==> src/hw/dpsc_defs.svh <==
// address map, field positions, reset values and timing counts of the power save controller
`ifndef DPSC_DEFS_SVH
`define DPSC_DEFS_SVH

`define DPSC_IDX_CFG       12'h01f0
`define DPSC_IDX_STAT      12'h01f1
`define DPSC_IDX_MODE      12'h01f2
`define DPSC_IDX_IRQ_STAT  12'h01f3
`define DPSC_IDX_IRQ_MASK  12'h01f4
`define DPSC_IDX_W         12

`define DPSC_CFG_PS_BIT    0
`define DPSC_STAT_LCD_BIT  0
`define DPSC_STAT_MEM_BIT  1
`define DPSC_MODE_LCD_BIT  0
`define DPSC_MODE_CRT_BIT  1

`define DPSC_EV_LCD_DOWN   0
`define DPSC_EV_MEM_SR     1
`define DPSC_EV_MEM_WAKE   2
`define DPSC_EV_MEM_BLOCK  3
`define DPSC_EV_LCD_UP     4
`define DPSC_EV_W          5

`define DPSC_CFG_RST       8'h00
`define DPSC_MODE_RST      8'h00
`define DPSC_IRQ_MASK_RST  5'h00

`define DPSC_CLK_PERIOD_NS 10
`define DPSC_LCD_SEQ_NS    2000
`define DPSC_MEM_SD_NS     300
`define DPSC_MEM_WAKE_NS   300
`define DPSC_LCD_SEQ_CYC   ((`DPSC_LCD_SEQ_NS + `DPSC_CLK_PERIOD_NS - 1) / `DPSC_CLK_PERIOD_NS)
`define DPSC_MEM_SD_CYC    ((`DPSC_MEM_SD_NS + `DPSC_CLK_PERIOD_NS - 1) / `DPSC_CLK_PERIOD_NS)
`define DPSC_MEM_WAKE_CYC  ((`DPSC_MEM_WAKE_NS + `DPSC_CLK_PERIOD_NS - 1) / `DPSC_CLK_PERIOD_NS)
`define DPSC_TMR_W         12

`endif

==> src/hw/dpsc_pkg.sv <==
// types of the power save controller
package dpsc_pkg;

  typedef enum logic [3:0] {
    LCD_OFF  = 4'b0001,
    LCD_UP   = 4'b0010,
    LCD_ON   = 4'b0100,
    LCD_DOWN = 4'b1000
  } dpsc_lcd_st_t;

  typedef enum logic [3:0] {
    MEM_ACT   = 4'b0001,
    MEM_DRAIN = 4'b0010,
    MEM_SR    = 4'b0100,
    MEM_WAKE  = 4'b1000
  } dpsc_mem_st_t;

  typedef struct packed {
    logic lcd_out_en;
    logic crt_out_en;
    logic lcd_clk_en;
    logic crt_clk_en;
    logic mem_clk_en;
  } dpsc_disp_t;

endpackage

==> src/hw/dpsc_timer.sv <==
// one-shot down counter that pulses done when a loaded cycle count runs out
`timescale 1ns/1ps
module dpsc_timer (
  input  wire logic        pclk,
  input  wire logic        presetn,
  input  wire logic        start,
  input  wire logic        stop,
  input  wire logic [11:0] load,
  output logic             busy,
  output logic             done
);

  logic [11:0] cnt_reg;
  logic [11:0] cnt_next;
  logic        last;

  assign last     = busy && (cnt_reg == 12'h0001);
  assign cnt_next = start ? load : (busy ? cnt_reg - 12'h0001 : cnt_reg);

  always_ff @(posedge pclk or negedge presetn) begin
    if (!presetn) begin
      cnt_reg <= 12'h0000;
      busy    <= 1'b0;
      done    <= 1'b0;
    end else begin
      cnt_reg <= stop ? 12'h0000 : cnt_next;
      busy    <= !stop && (start || (busy && !last));
      done    <= !stop && !start && last;
    end
  end

endmodule // dpsc_timer

==> src/hw/dpsc_top.sv <==
// power save controller: apb registers, lcd panel and sdram sequencing, display and clock gating
`timescale 1ns/1ps
`include "dpsc_defs.svh"

module dpsc_top (
  input  wire logic        pclk,
  input  wire logic        presetn,
  input  wire logic        psel,
  input  wire logic        penable,
  input  wire logic        pwrite,
  input  wire logic [11:0] paddr,
  input  wire logic [31:0] pwdata,
  input  wire logic [3:0]  pstrb,
  output logic [31:0]      prdata,
  output logic             pready,
  output logic             pslverr,
  input  wire logic        mem_req,
  input  wire logic        mem_busy,
  output logic             mem_gnt,
  output logic             sdram_self_refresh,
  output dpsc_pkg::dpsc_disp_t disp,
  output logic             irq
);

  // apb decode
  logic        setup_ph;
  logic        wr_done;
  logic        wr_cfg;
  logic        wr_mode;
  logic        wr_irqs;
  logic        wr_irqm;
  logic        hit_cfg;
  logic        hit_stat;
  logic        hit_mode;
  logic        hit_irqs;
  logic        hit_irqm;
  logic        hit_any;
  logic        lane0;
  logic [`DPSC_IDX_W+1:0] a_cfg;
  logic [`DPSC_IDX_W+1:0] a_stat;
  logic [`DPSC_IDX_W+1:0] a_mode;
  logic [`DPSC_IDX_W+1:0] a_irqs;
  logic [`DPSC_IDX_W+1:0] a_irqm;

  // register index times four gives the byte address
  assign a_cfg  = {`DPSC_IDX_CFG, 2'b00};
  assign a_stat = {`DPSC_IDX_STAT, 2'b00};
  assign a_mode = {`DPSC_IDX_MODE, 2'b00};
  assign a_irqs = {`DPSC_IDX_IRQ_STAT, 2'b00};
  assign a_irqm = {`DPSC_IDX_IRQ_MASK, 2'b00};

  assign hit_cfg  = ({2'b00, paddr} == a_cfg);
  assign hit_stat = ({2'b00, paddr} == a_stat);
  assign hit_mode = ({2'b00, paddr} == a_mode);
  assign hit_irqs = ({2'b00, paddr} == a_irqs);
  assign hit_irqm = ({2'b00, paddr} == a_irqm);
  assign hit_any  = hit_cfg | hit_stat | hit_mode | hit_irqs | hit_irqm;

  // pready is registered, so every transfer takes exactly one wait state
  assign setup_ph = psel && penable && !pready;
  // writes land only on the completing edge, and never on an unmapped address
  assign wr_done  = psel && penable && pready && pwrite && hit_any;
  assign lane0    = pstrb[0];
  // lane 0 carries every implemented bit, so it alone gates writes
  assign wr_cfg   = wr_done && hit_cfg && lane0;
  assign wr_mode  = wr_done && hit_mode && lane0;
  assign wr_irqs  = wr_done && hit_irqs && lane0;
  assign wr_irqm  = wr_done && hit_irqm && lane0;

  // registers
  logic [7:0]             cfg_reg;
  logic [7:0]             mode_reg;
  logic [`DPSC_EV_W-1:0]  irq_stat_reg;
  logic [`DPSC_EV_W-1:0]  irq_stat_next;
  logic [`DPSC_EV_W-1:0]  irq_mask_reg;
  logic [`DPSC_EV_W-1:0]  events;
  logic [`DPSC_EV_W-1:0]  irq_clr;
  logic                   ps_en;
  logic                   lcd_sel;
  logic                   crt_sel;
  logic [7:0]             stat_val;

  assign ps_en   = cfg_reg[`DPSC_CFG_PS_BIT];
  assign lcd_sel = mode_reg[`DPSC_MODE_LCD_BIT];
  assign crt_sel = mode_reg[`DPSC_MODE_CRT_BIT];

  always_ff @(posedge pclk or negedge presetn) begin
    if (!presetn) begin
      cfg_reg <= `DPSC_CFG_RST;
    end else if (wr_cfg) begin
      // only bit 0 is implemented, so clearing it is also how power save ends
      cfg_reg <= {7'b000_0000, pwdata[`DPSC_CFG_PS_BIT]};
    end
  end

  always_ff @(posedge pclk or negedge presetn) begin
    if (!presetn) begin
      mode_reg <= `DPSC_MODE_RST;
    end else if (wr_mode) begin
      mode_reg <= {6'b00_0000, pwdata[1:0]};
    end
  end

  always_ff @(posedge pclk or negedge presetn) begin
    if (!presetn) begin
      irq_mask_reg <= `DPSC_IRQ_MASK_RST;
    end else if (wr_irqm) begin
      irq_mask_reg <= pwdata[`DPSC_EV_W-1:0];
    end
  end

  // write one to clear; an event in the clearing cycle still sets the bit
  assign irq_clr       = wr_irqs ? pwdata[`DPSC_EV_W-1:0] : {`DPSC_EV_W{1'b0}};
  assign irq_stat_next = (irq_stat_reg & ~irq_clr) | events;

  always_ff @(posedge pclk or negedge presetn) begin
    if (!presetn) begin
      irq_stat_reg <= {`DPSC_EV_W{1'b0}};
      irq          <= 1'b0;
    end else begin
      irq_stat_reg <= irq_stat_next;
      irq          <= |(irq_stat_next & irq_mask_reg);
    end
  end

  // lcd panel sequencing
  dpsc_pkg::dpsc_lcd_st_t lcd_st_reg;
  dpsc_pkg::dpsc_lcd_st_t lcd_st_next;
  logic                   lcd_want;
  logic                   lcd_tmr_start;
  logic                   lcd_tmr_done;
  logic                   lcd_tmr_busy;
  logic [11:0]            lcd_load;

  // the panel is wanted only when selected and power save is off
  assign lcd_want = lcd_sel && !ps_en;
  assign lcd_load = 12'(`DPSC_LCD_SEQ_CYC);

  always_comb begin
    lcd_st_next   = lcd_st_reg;
    lcd_tmr_start = 1'b0;
    unique case (lcd_st_reg)
      dpsc_pkg::LCD_OFF: begin
        if (lcd_want) begin
          lcd_st_next   = dpsc_pkg::LCD_UP;
          lcd_tmr_start = 1'b1;
        end
      end
      dpsc_pkg::LCD_UP: begin
        // a power-up is finished before a pending power-down is honoured
        if (lcd_tmr_done) begin
          lcd_st_next = lcd_want ? dpsc_pkg::LCD_ON : dpsc_pkg::LCD_DOWN;
          lcd_tmr_start = !lcd_want;
        end
      end
      dpsc_pkg::LCD_ON: begin
        if (!lcd_want) begin
          lcd_st_next   = dpsc_pkg::LCD_DOWN;
          lcd_tmr_start = 1'b1;
        end
      end
      dpsc_pkg::LCD_DOWN: begin
        if (lcd_tmr_done) begin
          lcd_st_next = dpsc_pkg::LCD_OFF;
        end
      end
    endcase
  end

  always_ff @(posedge pclk or negedge presetn) begin
    if (!presetn) begin
      lcd_st_reg <= dpsc_pkg::LCD_OFF;
    end else begin
      lcd_st_reg <= lcd_st_next;
    end
  end

  dpsc_timer u_lcd_tmr (
    .pclk    (pclk),
    .presetn (presetn),
    .start   (lcd_tmr_start),
    .stop    (1'b0),
    .load    (lcd_load),
    .busy    (lcd_tmr_busy),
    .done    (lcd_tmr_done)
  );

  // sdram power down
  dpsc_pkg::dpsc_mem_st_t mem_st_reg;
  dpsc_pkg::dpsc_mem_st_t mem_st_next;
  logic                   mem_tmr_start;
  logic                   mem_tmr_stop;
  logic                   mem_tmr_done;
  logic                   mem_tmr_busy;
  logic                   mem_drain_go;
  logic [11:0]            mem_load;
  logic                   mem_open;
  logic                   mem_in_drain;
  logic                   mem_in_sr;

  assign mem_in_drain = (mem_st_reg == dpsc_pkg::MEM_DRAIN);
  assign mem_in_sr    = (mem_st_reg == dpsc_pkg::MEM_SR);
  // the shutdown delay only starts once outstanding memory traffic has drained
  assign mem_drain_go = mem_in_drain && !mem_busy && !mem_tmr_busy && !mem_tmr_done;
  assign mem_load     = mem_in_sr ? 12'(`DPSC_MEM_WAKE_CYC) : 12'(`DPSC_MEM_SD_CYC);

  always_comb begin
    mem_st_next   = mem_st_reg;
    mem_tmr_start = 1'b0;
    mem_tmr_stop  = 1'b0;
    unique case (mem_st_reg)
      dpsc_pkg::MEM_ACT: begin
        if (ps_en) begin
          mem_st_next = dpsc_pkg::MEM_DRAIN;
        end
      end
      dpsc_pkg::MEM_DRAIN: begin
        if (!ps_en) begin
          mem_st_next  = dpsc_pkg::MEM_ACT;
          mem_tmr_stop = 1'b1;
        end else if (mem_tmr_done) begin
          mem_st_next = dpsc_pkg::MEM_SR;
        end else begin
          mem_tmr_start = mem_drain_go;
        end
      end
      dpsc_pkg::MEM_SR: begin
        if (!ps_en) begin
          mem_st_next   = dpsc_pkg::MEM_WAKE;
          mem_tmr_start = 1'b1;
        end
      end
      dpsc_pkg::MEM_WAKE: begin
        // re-entry requested mid-wake waits for the exit to complete first
        if (mem_tmr_done) begin
          mem_st_next = dpsc_pkg::MEM_ACT;
        end
      end
    endcase
  end

  always_ff @(posedge pclk or negedge presetn) begin
    if (!presetn) begin
      mem_st_reg <= dpsc_pkg::MEM_ACT;
    end else begin
      mem_st_reg <= mem_st_next;
    end
  end

  dpsc_timer u_mem_tmr (
    .pclk    (pclk),
    .presetn (presetn),
    .start   (mem_tmr_start),
    .stop    (mem_tmr_stop),
    .load    (mem_load),
    .busy    (mem_tmr_busy),
    .done    (mem_tmr_done)
  );

  // access only while the interface is fully active and power save is off
  assign mem_open = (mem_st_reg == dpsc_pkg::MEM_ACT) && !ps_en;

  // status and events
  logic lcd_down_now;
  logic mem_down_now;

  assign lcd_down_now = (lcd_st_reg == dpsc_pkg::LCD_OFF);
  assign mem_down_now = mem_in_sr;
  assign stat_val     = {6'b00_0000, mem_down_now, lcd_down_now};

  assign events[`DPSC_EV_LCD_DOWN]  = (lcd_st_reg == dpsc_pkg::LCD_DOWN) && (lcd_st_next == dpsc_pkg::LCD_OFF);
  assign events[`DPSC_EV_LCD_UP]    = (lcd_st_reg == dpsc_pkg::LCD_UP) && (lcd_st_next == dpsc_pkg::LCD_ON);
  assign events[`DPSC_EV_MEM_SR]    = (mem_st_reg == dpsc_pkg::MEM_DRAIN) && (mem_st_next == dpsc_pkg::MEM_SR);
  assign events[`DPSC_EV_MEM_WAKE]  = (mem_st_reg == dpsc_pkg::MEM_WAKE) && (mem_st_next == dpsc_pkg::MEM_ACT);
  // flags a host that ignored the no-access rule
  assign events[`DPSC_EV_MEM_BLOCK] = mem_req && !mem_open;

  // outputs
  logic                 lcd_in_on;
  dpsc_pkg::dpsc_disp_t disp_next;

  assign lcd_in_on = (lcd_st_reg == dpsc_pkg::LCD_ON);

  always_comb begin
    disp_next            = '0;
    disp_next.lcd_out_en = lcd_in_on && lcd_want;
    disp_next.crt_out_en = crt_sel && !ps_en;
    // pixel clock stays on while the panel is still sequencing
    disp_next.lcd_clk_en = !lcd_down_now;
    disp_next.crt_clk_en = crt_sel && !ps_en;
    disp_next.mem_clk_en = !mem_down_now;
  end

  always_ff @(posedge pclk or negedge presetn) begin
    if (!presetn) begin
      disp               <= '0;
      mem_gnt            <= 1'b0;
      sdram_self_refresh <= 1'b0;
    end else begin
      disp               <= disp_next;
      mem_gnt            <= mem_req && mem_open;
      sdram_self_refresh <= (mem_st_next == dpsc_pkg::MEM_SR);
    end
  end

  // read data
  logic [31:0] rd_mux;

  assign rd_mux = hit_cfg  ? {24'h00_0000, cfg_reg} :
                  hit_stat ? {24'h00_0000, stat_val} :
                  hit_mode ? {24'h00_0000, mode_reg} :
                  hit_irqs ? {27'h000_0000, irq_stat_reg} :
                  hit_irqm ? {27'h000_0000, irq_mask_reg} :
                  32'h0000_0000;

  always_ff @(posedge pclk or negedge presetn) begin
    if (!presetn) begin
      pready  <= 1'b0;
      pslverr <= 1'b0;
      prdata  <= 32'h0000_0000;
    end else begin
      pready  <= setup_ph;
      pslverr <= setup_ph && !hit_any;
      prdata  <= (setup_ph && !pwrite) ? rd_mux : 32'h0000_0000;
    end
  end

endmodule // dpsc_top

==> config.mk <==
export PLATFORM = sky130hd
export DESIGN_NAME = dpsc_top
export DESIGN_NICKNAME = d
export VERILOG_FILES = /design/src/hw/dpsc_pkg.sv /design/src/hw/dpsc_timer.sv /design/src/hw/dpsc_top.sv
export VERILOG_INCLUDE_DIRS = /design/src /design/src/hw
export SDC_FILE = /design/constraint.sdc
export NUM_CORES = 1
export LEC_CHECK = 0
export BUFFER_PORTS_ARGS = -buffer_cell sky130_fd_sc_hd__buf_2
export CORE_AREA = 2 2 114 89
export DETAILED_ROUTE_END_ITERATION = 16
export DIE_AREA = 0 0 116 91
export PLACE_DENSITY_LB_ADDON = 0.1
export SETUP_SLACK_MARGIN = 0.3
export SLEW_MARGIN = 0
export SYNTH_ARGS = -nofsm -noshare
export SYNTH_HDL_FRONTEND = slang
export SYNTH_HIERARCHICAL = 1
export SYNTH_SLANG_ARGS = --single-unit
==> constraint.sdc <==
create_clock -name pclk -period 2.15 [get_ports pclk]
set_input_delay 0.3225 -clock pclk [delete_from_list [all_inputs] [get_ports pclk]]
set_output_delay 0.3225 -clock pclk [all_outputs]
set_load 0.02 [all_outputs]
* Word level (Yosys, flattened, before mapping) *
Index checks and enable logic that the tools add are counted.

word-level totals
  latch bits = 0
  output and inout bits = 42
  RAM bits = 0
  memories kept = 0
  ROM bits = 0
  logic and storage cells = 141
  register bits = 63

operators by class
  reduce and logical (&&, ||, !) cells = 57
  add/subtract/negate cells = 2
  $lt $le $gt $ge = 0
  shift operators = 0
  $mul = 0
  bitwise gates (word level) = 8
  divide/modulo/power cells = 0
  equal/unequal tests = 19
  multiplexer cells = 33

operator list
  cell                                                   count
  equality test 12 x 11 -> 1 bit, second input constant  5
  two-way mux 12 bit                                     5
  two-way mux 4 bit                                      10
  logical AND 1 bit                                      36
  two-way mux 5 bit                                      7
  case mux 4 bit (4 select lines)                        2
  equality test 12 x 1 -> 1 bit, second input constant   2
  subtractor 12 x 1 -> 12 bit, second input constant     2
  equality test 4 x 1 -> 1 bit, second input constant    4
  equality test 4 x 3 -> 1 bit, second input constant    4
  logical NOT 1 bit                                      16
  AND 5 bit                                              2
  equality test 4 x 2 -> 1 bit, second input constant    2
  equality test 4 bit, second input constant             2
  two-way mux 1 bit                                      7
  inverter 5 bit                                         1
  bitwise OR 5 bit                                       1
  OR reduction 5 bit                                     1
  bitwise OR 1 bit                                       4
  case mux 1 bit (3 select lines)                        1
  nonzero test 3 bit                                     1
  logical OR 1 bit                                       2
  case mux 1 bit (2 select lines)                        1
  nonzero test 2 bit                                     1

* Logic depth before layout (Yosys ltp) *
Gate-level depths: netlist of the first run.

  depth in word-level cells = 14
  mapped depth = 11

* Hierarchy *
The synthesis of the first run kept the hierarchy.

by module, submodules not included
  module      area an instance (sq um)  cells an instance  times used
  dpsc_top    2025.7                    204                1
  dpsc_timer  829.5                     88                 2

* Worst setup path before layout of the first run *
OpenSTA, ideal clock, no wires.

  path type = reg-to-reg
  start = register mem_st_reg[2]
  end = register u_mem_tmr.cnt_reg[5]
  setup slack = -0.038 ns
  path buffers = 3
  cell stages (with the launch flop) = 10
  library setup time = 0.099 ns
  period minus slack after synthesis = 2.188 ns
  data arrival time = 2.089 ns
  cells stage by stage = dfrtp_1 clkbuf_1 or3_1 nor4_1 nand2_1 o21ai_0 inv_1 clkbuf_1 buf_1 a311oi_1

between the ends
  word-level cells in the longest chain between the ends = 9
  elaborated cells on any way between the ends = 12
  those cells by class = eq/ne: 2; mux: 6; reduce/logical: 4

RTL lines
  what                               RTL line                          RTL
  start, declared                    dpsc_top.sv:189                   dpsc_pkg::dpsc_mem_st_t mem_st_reg;
  start signal, assigned             dpsc_top.sv:244                   mem_st_reg <= dpsc_pkg::MEM_ACT;
  start signal, assigned             dpsc_top.sv:246                   mem_st_reg <= mem_st_next;
  equality test 4 x 2 -> 1 bit       dpsc_top.sv:201, dpsc_top.sv:211
  logical AND 1 bit (3 in a row)     dpsc_top.sv:204                   assign mem_drain_go = mem_in_drain && !mem_busy && !mem_tmr_busy && !mem_tmr_done;
  two-way mux 1 bit                  dpsc_top.sv:221                   end else if (mem_tmr_done) begin
  two-way mux 1 bit                  dpsc_top.sv:218                   if (!ps_en) begin
  case mux 1 bit (2 select lines) *  dpsc_top.sv:211                   unique case (mem_st_reg)
  net mem_tmr_start                  dpsc_top.sv:191                   logic mem_tmr_start;
  two-way mux 12 bit                 dpsc_timer.sv:18                  assign cnt_next = start ? load : (busy ? cnt_reg - 12'h0001 : cnt_reg);
  two-way mux 12 bit                 dpsc_timer.sv:26                  cnt_reg <= stop ? 12'h0000 : cnt_next;
  end signal, assigned               dpsc_timer.sv:26
  end, declared                      dpsc_timer.sv:13                  logic [11:0] cnt_reg;

The timed path passes the listed nets; every way through them passes the cells marked *.
A chain may end at the register's enable or synchronous reset.

* Worst setup path in the final report of the first run *
  start = register lcd_st_reg[2]
  end = register u_lcd_tmr.cnt_reg[11]

between the ends
  word-level cells in the longest chain between the ends = 3
  elaborated cells on any way between the ends = 6
  those cells by class = eq/ne: 3; mux: 2; reduce/logical: 1

RTL lines
  what                                                             RTL line          RTL
  start, declared                                                  dpsc_top.sv:127   dpsc_pkg::dpsc_lcd_st_t lcd_st_reg;
  start signal, assigned                                           dpsc_top.sv:172   lcd_st_reg <= dpsc_pkg::LCD_OFF;
  start signal, assigned                                           dpsc_top.sv:174   lcd_st_reg <= lcd_st_next;
  equality test 4 x 3 -> 1 bit, or another cell as far along       dpsc_top.sv:142   unique case (lcd_st_reg)
  case mux 1 bit (3 select lines) *                                dpsc_top.sv:142
  net lcd_tmr_start                                                dpsc_top.sv:130   logic lcd_tmr_start;
  two-way mux 12 bit / nonzero test 2 bit (equally long branches)  --
  end signal, assigned                                             dpsc_timer.sv:26
  end, declared                                                    dpsc_timer.sv:13

Marked as above.

==> results of run 1 <==
[cells in the mapped netlist (3+ instances only)]
library cell,count
buf_4,29
xor2_1,9
o31ai_1,12
a21o_1,4
o211ai_1,5
nand2_1,25
mux2i_1,5
ha_1,4
a22oi_1,5
nand2b_1,7
buf_2,6
and3_1,4
a211oi_1,6
or4_1,11
clkbuf_1,16
or3_1,3
nand3_1,4
inv_1,12
and3b_1,3
nor4_1,7
o22ai_1,3
mux2_2,8
dfrtp_1,61
a21oi_1,7
nor2b_1,8
nor2_1,43
or4_2,5
a311oi_1,10
o21ai_0,7
a31oi_1,3
or3_2,4
[through the flow]
| step | hold WS, ps | util | instances | setup WS [ps] |
|---|---|---|---|---|
| final | 211.6 | 0.5336 | 631 | 246.1 |
| after floorplan | 26.91 | - | 436 | 247.0 |
| after CTS | 196.6 | 0.4980 | 611 | 253.2 |
| after global placement | 304.9 | 0.4476 | 582 | 105.9 |
| after global routing | 235.7 | 0.5336 | 631 | 169.5 |
| after detailed placement | 315.4 | 0.4476 | 582 | 61.90 |
[repair_timing]
| item | 4_1_cts | 5_1_grt |
|---|---|---|
| hold buffers | 1 | 0 |
| hold endpoints to repair | 17 | 0 |
| pin swaps | 5 | 13 |
| buffers inserted | 12 | 20 |
| setup endpoints to repair | 25 | 37 |
| gates resized for setup | 20 | 45 |
[routing by layer]
metal / vias up / GRT usage / part of all wire
met5: - / 0 / 0
met4: 0 / 0.05060 / 0.013
met3: 11 / 0.04940 / 0.044
met2: 65 / 0.2500 / 0.46
met1: 1488 / 0.2494 / 0.49
li1: 1536 / - / -
[cell usage in the layout, fill, tap and decap left out, drive strengths merged, types with 3 or more instances in the layout]
cell type and count:
a211oi 6, a21o 4, a21oi 7, a22oi 5, a311oi 10, a31oi 3, and3 4, and3b 3
buf 99, clkbuf 15, conb 58, dfrtp 61, ha 4, inv 12, mux2 8, mux2i 5
nand2 25, nand2b 7, nand3 4, nor2 43, nor2b 8, nor4 8, nor4b 3, o211ai 5
o21ai 7, o22ai 3, o31ai 12, or3 7, or4 16, or4b 4, xor2 9
[cell type report]
class                           count  area share
Clock buffer                       15     0.05346
Clock inverter                      1   0.0009993
Inverter                           12    0.009493
Multi-Input combinational cell    308      0.4484
Sequential cell                    63      0.3168
Tap cell                          132     0.03298
Timing Repair Buffer              100      0.1379
[critical path: cells and delay by family, from the launching register on]
| family | cells | cell delay [ps] |
|---|---|---|
| buffers and inverters | 3 | 400 |
| AO/OA/AOI/OAI | 2 | 350 |
| AND/OR/NAND/NOR | 4 | 570 |
| flip-flops | 1 | 450 |
[logic make-up (layout without fill, tap and decap cells)]
family	count (synthesis)	in the layout	synth area share
adders and majority gates	4	4	0.01358
AOI/OAI and AO/OA	79	79	0.1599
muxes	14	14	0.04414
xor gates and xnor gates	9	9	0.02139
other	2	58	0.002038
buffers and inverters	65	128	0.09779
DFF	63	63	0.4285
and+or+nand+nor	144	144	0.2326
[where the power goes]
part | switching, W | internal, W
Combinational | 0.000325 | 0.000360
Sequential | 0.000115 | 0.00129
Clock | 0.000499 | 0.000842
[worst min path at each step]
stage	start	slack (ps)	endpoint	cells past startpoint
floorplan	presetn	30	cfg_reg[0]	0
global placement	presetn	300	pslverr	1
detailed placement	presetn	320	pslverr	1
CTS	mem_req	200	mem_gnt	3
global route	pwdata[3]	240	irq_mask_reg[3]	2
finish	mem_req	210	mem_gnt	3
==> reports/metrics.csv, run 1 <==
metric,value,unit
status,"finished, final reports clean",
grt_pass1_wl,14.14,mm
irDropWorstVdd,327.5,uV
register_area,0.001587,mm2
clk_latency,330,ps
drt-initial-drc-count,130,
cts_tree,done,
max_stage_delay,450,ps
multi_input_area,0.002246,mm2
fp.dieArea,0.01056,mm2
wl_per_cell,14.09,um
num-nets-final,553,
final_area,0.005009,mm2
async_flop_share,1.000,
syn-cell-area,0.003685,mm2
path_cells,"buf_4, nor4b_4, a21oi_2, nor2_2, buf_6, buf_4, nor2_1, a31oi_1, nand3_2",
ys_seq_area_frac,0.4285,
vias,3100,
portBuffers,39,
cap_violations,0,
hold_viol,0,
io_pins,97,
dieHeight,91,um
setup_violations,0,
hold_class,input pin to flop,
drive_gt1_frac,0.3928,
yosys.area.top_type_share,0.4143,
cts_root_buffer,clkbuf_16,
end_kind,flop,
start_util,0.3926,
antenna-diode-count,0,
core_area,0.009387,mm2
clkSinkCount,63,
reg2reg_from,lcd_st_reg[2],
synthCells,380,
maxSlewViolCount,0,
placed_area,0.004202,mm2
fillers,904,
grt_pass1_vias,2824,
yosysTopAreaCell,dfrtp_1,
powerDensity,685.1,mW/mm2
synth_edf_count,0,
rsz0062_at_grt,true,
critPathLaunchType,flop,
netlist-cell-type-count,62,
antenna_found_initial,0,
arrival,2110,ps
crit_required,2360,ps
clock_path_buffers,2,
h-tree-depth,3,
ys_seq_elements,63,
cts_buffers,9,
critPathCapture,u_lcd_tmr/cnt_reg[11],
path_class,flop to flop,
grt_max_degree,27,
wirelength,8.893,mm
crit_top_cell,buf_4,
area_growth,35.93,%
r2r-end,u_lcd_tmr/cnt_reg[11],
finalClockSkew,7.088,ps
grt_overflow,0,
grt_usage,0.1725,
r2r_cells,9,
leakage,2.320,nW
finalCritPeriodShare,0.8855,
gp_congestion,0.7489,
antenna_left,0,
power,0.003431,W
drc,0,
max_freq,525.2,MHz
r2r_slack,250,ps
worst_path_max_delay_cell,dfrtp_2,
rows,31,
dpl.hpwl,5.751,mm
first_pass_iters,4,
synth_area_per_cell,9.697,um2
routed_via_density,4.913,
period_minus_slack,1904,ps
synth_flop_cell,dfrtp_1,
cp_max_fo,5,
ys_warn_count,6,
startpoint,lcd_st_reg[2],
cts.clk_slew.worst_paths,50,ps
synthTopCellsByArea,"dfrtp_1 41%, buf_4 5.9%, nor2_1 4.4%",
setup-tns-final,0,ps
fp.dieW,116,um
Note: power is estimated with default switching activity, not from simulation.
==> run 2, diff against run 1 <==
CORE_AREA = 2 2 95 106   (was 2 2 114 89)
DIE_AREA = 0 0 97 108   (was 0 0 116 91)
GPL_TIMING_DRIVEN = 0   (was not set)
==> run 2 against run 1 <==
  * Worst hold slack worse by 140 ps
  * Utilization rose by 4.9 points
  * Wire length up 3.5%
  * Clock power decreased by 26%
  * Sequential share of layout area decreased by 2.4 points
  * Power is 11% lower
  * Register-to-register slack lost 70 ps
  * Global-route usage up 0.56 points
  * Design area is 8.3% higher
  * First-iteration DRC count is 22% higher
==> reports/metrics.csv, run 2 (synthesized netlist as in run 1, its figures left out) <==
metric,value,unit,change
leakage,2.554,nW,+10%
area_growth,47.20,%,
max_freq,505.9,MHz,-3.7%
finalCritPeriodShare,0.9194,,+0.03389
rows,37,,+19%
fp.dieArea,0.01048,mm2,-0.76%
h-tree-depth,3,,unchanged
cts_tree,done,,
setup_violations,0,,unchanged
cts_root_buffer,clkbuf_8,,
status,"finished, final reports clean",,
placed_area,0.004347,mm2,+3.5%
rsz0062_at_grt,true,,
finalClockSkew,10.55,ps,+3.458 ps
clkSinkCount,63,,unchanged
portBuffers,37,,-5.1%
grt_pass1_wl,15.12,mm,+6.9%
setup-tns-final,0,ps,unchanged
hold_viol,0,,unchanged
p_sw_frac,0.2959,,+0.02223
grt_usage,0.1781,,+0.005600
period_minus_slack,1977,ps,+72.87 ps
clock_path_buffers,2,,unchanged
wl_per_cell,13.88,um,-1.5%
arrival,2250,ps,+140 ps
p_comb_frac,0.226,,+0.026
critPathLaunchType,flop,,
gp_congestion,0.7785,,+4.0%
drt-initial-drc-count,159,,+22%
grt_max_degree,64,,+140%
fp.dieW,97,um,-16%
start_util,0.3960,,+0.003431
grt_pass1_vias,3260,,+15%
drc,0,,unchanged
end_kind,flop,,
clk_latency,330,ps,about the same
core_area,0.009305,mm2,-0.87%
routed_via_density,4.976,,+1.3%
grt_overflow,0,,unchanged
crit_required,2430,ps,+70 ps
cap_violations,0,,unchanged
layout_common_cells,"78 x buf_4, 58 x conb_1, 56 x dfrtp_1",,
maxSlewViolCount,0,,unchanged
cts.clk_slew.worst_paths,80,ps,+30 ps
dieHeight,108,um,+19%
power_frac_clock,0.323,,-0.068
relSlewSlack,0.4601,,
final_area,0.005424,mm2,+8.3%
cts_hold_buf,0,,-1
dpl.hpwl,5.492,mm,-4.5%
antenna-diode-count,0,,unchanged
io_pins,97,,unchanged
drive_gt1_frac,0.4670,,+0.07425
antenna_left,0,,unchanged
cp_max_fo,5,,unchanged
p_switching,0.0009079,W,-3.3%
num-nets-final,600,,+8.5%
intPower,0.002161,W,-13%
pwr-share-seq,0.451,,+0.042
max_slew.worst_pin.slew,809.9,ps,
hold_class,input pin to asynchronous set/reset pin,,
r2r_slack,170,ps,-70 ps
powerDensity,565.7,mW/mm2,-17%
antenna_found_initial,0,,unchanged
wirelength,9.205,mm,+3.5%
cts_buffers,9,,unchanged
mostFrequentLayoutCell,buf_4,,
irDropWorstVdd,349.2,uV,+6.6%
first_pass_iters,4,,unchanged
path_class,flop to flop,,
vias,3299,,+6.4%
run 2: cell types whose count changed in the layout (fill, tap and decap cells not counted), moves of 3 or more:
cell and delta:
buf_8 +5, nor2_1 -7, buf_4 +25, clkbuf_8 +10, clkbuf_16 -9, clkinv_2 +3
buf_6 +9, nor2_4 +6
run 2: area by class of cell:
type	count	area [um2]
Timing Repair Buffer	94	704.4
Tap cell	117	146.4
Buffer	53	444.2
Clock inverter	5	50.05
Fill cell	804	3881
Sequential cell	63	1585
Clock buffer	11	131.4
Multi-Input combinational cell	308	2317
Inverter	12	45.04
run 2: final timing paths:
| path | start | end | depth (start not counted) |
|---|---|---|---|
| max in group asynchronous | presetn | mem_st_reg[1] | 1 |
| min reg2reg | u_lcd_tmr/done | lcd_st_reg[3] | 1 |
| min in group pclk | mem_req | mem_gnt | 3 |
| min | presetn | lcd_st_reg[2] | 1 |
| max | lcd_st_reg[2] | u_lcd_tmr/cnt_reg[11] | 9 |
| max reg2reg | lcd_st_reg[2] | u_lcd_tmr/cnt_reg[11] | 9 |
run 2: per-stage QoR:
step	utilization	cells	total power (W)	setup WS (ps)	hold WS, ps
2_1_floorplan	-	436	0.001775	247.0	26.91
3_3_place_gp	0.4669	590	0.001885	-21.85	442.0
3_5_place_dp	0.4671	590	0.001906	-30.11	439.9
6_report	0.5829	663	0.003068	173.3	71.56
5_1_grt	0.5829	663	0.003235	86.34	149.3
4_1_cts	0.5457	646	0.002947	89.82	102.5
run 2: per-layer routing:
| metal | global-route usage | up-vias | share of wire |
|---|---|---|---|
| met5 | 0 | - | 0 |
| met1 | 0.2201 | 1566 | 0.44 |
| met2 | 0.3046 | 96 | 0.49 |
| met3 | 0.04008 | 10 | 0.056 |
| li1 | - | 1627 | - |
| met4 | 0.07143 | 0 | 0.013 |
run 2: worst max-delay path, stage by stage, from the launching register on:
cell	delay, ps
dfrtp_1	370
buf_8	130
nor2b_4	40
mux2i_2	180
nor2_1	90
a21oi_1	160
nor2_2	100
or3_1	370
or4_4	420
nand3_2	70
run 2: power groups by stage:
stage	combinational, W	clock (W)	sequential [W]
floorplan	0.000401	0	0.00137
global placement	0.000492	0	0.00139
detailed placement	0.000505	0	0.00140
CTS	0.000548	0.00102	0.00138
global route	0.000763	0.00108	0.00140
finish	0.000694	0.000991	0.00138
run 2: repair_timing:
item                                    4_1_cts  5_1_grt
gates resized for setup                      56       68
pin swaps                                    22       19
hold endpoints to repair                      0        0
gates cloned                                  2        0
setup buffers                                38       17
endpoints found under the setup margin       33       36
==> run 3, diff against run 2 <==
CTS_BUF_LIST = sky130_fd_sc_hd__clkbuf_16   (was not set)
HOLD_SLACK_MARGIN = 0.1   (was not set)
==> run 3 against run 2 <==
  * Utilization is 2.0 points higher
  * Critical endpoint is now lcd_st_reg[3]
  * Worst hold slack worse by 5.8 ps
  * Flip-flop and latch count stayed put
  * Register-to-register slack worse by 20 ps
==> reports/metrics.csv, run 3 (synthesized netlist as in run 1, its figures left out) <==
metric,value,unit,change
finalClockSkew,7.615,ps,-2.931 ps
first_pass_iters,4,,unchanged
wirelength,9.606,mm,+4.4%
grt_overflow,0,,unchanged
cp_max_fo,2,,-3
path_class,flop to flop,,
register_area,0.001585,mm2,unchanged
routed_via_density,5.054,,+1.6%
clk_latency,330,ps,about the same
rsz0062_at_grt,true,,
end_kind,flop,,
cap_violations,0,,unchanged
start_util,0.3960,,unchanged
r2r-end,lcd_st_reg[3],,
clock_path_buffers,2,,unchanged
multi_input_area,0.002366,mm2,+2.1%
drive_gt1_frac,0.4772,,+0.01020
area_growth,52.29,%,
leakage,2.636,nW,+3.2%
cts.clk_slew.worst_paths,60,ps,-20 ps
fp.dieW,97,um,unchanged
mostFrequentLayoutCell,buf_4,,
period_minus_slack,1994,ps,+17.20 ps
pwr-share-seq,0.398,,-0.053
status,"finished, final reports clean",,
crit_required,2360,ps,-70 ps
p_switching,0.0009673,W,+6.5%
final_core_utilization,0.6031,,+0.02017
num-nets-final,603,,+0.50%
powerDensity,621.1,mW/mm2,+9.8%
finalCritPeriodShare,0.9274,,+0.008001
grt_max_degree,64,,unchanged
r2r_slack,160,ps,-20 ps
vias,3366,,+2.0%
layout_common_cells,"76 x buf_4, 58 x conb_1, 56 x dfrtp_1",,
h-tree-depth,3,,unchanged
drt-initial-drc-count,161,,+1.3%
antenna_found_initial,0,,unchanged
whs,65.76,ps,-5.801 ps
fp.dieArea,0.01048,mm2,unchanged
reg2reg_from,lcd_st_reg[1],,
fillers,781,,-2.9%
hold_class,input pin to asynchronous set/reset pin,,
setup_violations,0,,unchanged
clkSinkCount,63,,unchanged
pre_cts_ws,-30.11,ps,unchanged
critPathLaunchType,flop,,
maxSlewViolCount,0,,unchanged
rows,37,,unchanged
max_freq,501.5,MHz,-0.86%
path_cells,"clkbuf_8, mux2i_4, nor2_2, buf_4, buf_4, buf_4, buf_4, buf_4, buf_6, buf_6, buf_6, o21ai_2, o31ai_1",,
max_stage_delay,340,ps,-80 ps
antenna_left,0,,unchanged
intPower,0.002518,W,+17%
arrival,2210,ps,-40 ps
grt_usage,0.1822,,+0.004058
dpl.hpwl,5.492,mm,unchanged
drc,0,,unchanged
r2r_cells,13,,+4
worst_path_max_delay_cell,dfrtp_1,,
core_area,0.009305,mm2,unchanged
cts_tree,done,,
wl_per_cell,14.42,um,+3.9%
crit_top_cell,buf_4,,
antenna-diode-count,0,,unchanged
io_pins,97,,unchanged
gp_congestion,0.7785,,unchanged
setup-tns-final,0,ps,unchanged
cts_buffers,9,,unchanged
hold_viol,0,,unchanged
irDropWorstVdd,412.6,uV,+18%
grt_pass1_vias,3289,,+0.89%
portBuffers,37,,unchanged
grt_pass1_wl,15.36,mm,+1.6%
cts_root_buffer,clkbuf_16,,
p_sw_frac,0.2775,,-0.01835
cts_hold_buf,0,,unchanged
p_comb_frac,0.200,,-0.026
dieHeight,108,um,unchanged
power_frac_clock,0.402,,+0.079
relSlewSlack,0.4498,,-0.01026
max_slew.worst_pin.slew,825.3,ps,+15.38 ps
setup_slack,156.1,ps,-17.20 ps
[run 3: cell types whose count changed in the layout (fill, tap and decap cells not counted), moves of 3 or more]
cell       before  now
nor2_1         29   26
nor2_4          7   12
clkbuf_16       0    9
clkbuf_8       12    3
[run 3: how the worst max path moves through the flow]
stage                        from                    end  slack (ps)  depth (start not counted)
finish              lcd_st_reg[1]          lcd_st_reg[3]         160                         13
global route        lcd_st_reg[1]          lcd_st_reg[3]          90                         13
CTS                 mem_st_reg[3]  u_mem_tmr/cnt_reg[10]         100                          9
detailed placement  mem_st_reg[2]  u_mem_tmr/cnt_reg[10]         -30                          9
global placement    mem_st_reg[2]  u_mem_tmr/cnt_reg[10]         -20                          9
floorplan           mem_st_reg[2]   u_mem_tmr/cnt_reg[5]         250                          9
[run 3: metrics by stage]
stage	cells	instance area, um2	total power, W
final	666	5612	0.003485
after global routing	666	5612	0.003643
after CTS	648	5211	0.003351
after detailed placement	590	4347	0.001906
after global placement	590	4344	0.001885
after floorplan	436	4013	0.001775
[run 3: metal layers]
metal | routed length [um] | up-vias | share of wire | GRT usage
met4 | 177 | 0 | 0.018 | 0.08853
met5 | 0 | - | 0 | 0
met1 | 4142 | 1595 | 0.43 | 0.2239
met3 | 455 | 17 | 0.047 | 0.02844
li1 | - | 1650 | - | -
met2 | 4831 | 104 | 0.50 | 0.3150
[run 3: power by group through the flow]
stage	combinational [W]	sequential [W]	clock, W
after floorplan	0.000401	0.00137	0
after global placement	0.000492	0.00139	0
after detailed placement	0.000505	0.00140	0
after CTS	0.000548	0.00138	0.00142
after global routing	0.000769	0.00140	0.00147
final	0.000697	0.00139	0.00140
[run 3: repair_timing]
| action | 4_1_cts | 5_1_grt |
|---|---|---|
| buffers inserted | 40 | 18 |
| gates resized for setup | 59 | 74 |
| setup endpoints to repair | 32 | 36 |
| pin swaps | 23 | 24 |
| gates cloned | 2 | 0 |
[run 3: critical path, delay by kind of cell (launching register included)]
| family | cells | cell delay, ps |
|---|---|---|
| buf+inv | 9 | 1060 |
| simple gates | 1 | 70 |
| flops | 1 | 340 |
| compound gates | 2 | 170 |
| mux | 1 | 230 |
[run 3: area by class of cell]
| type | count | share of cell area |
|---|---|---|
| Clock inverter | 7 | 0.01026 |
| Inverter | 12 | 0.008027 |
| Sequential cell | 63 | 0.2825 |
| Tap cell | 117 | 0.02609 |
| Timing Repair Buffer | 97 | 0.1318 |
| Multi-Input combinational cell | 308 | 0.4216 |
| Buffer | 53 | 0.07960 |
| Clock buffer | 9 | 0.04013 |
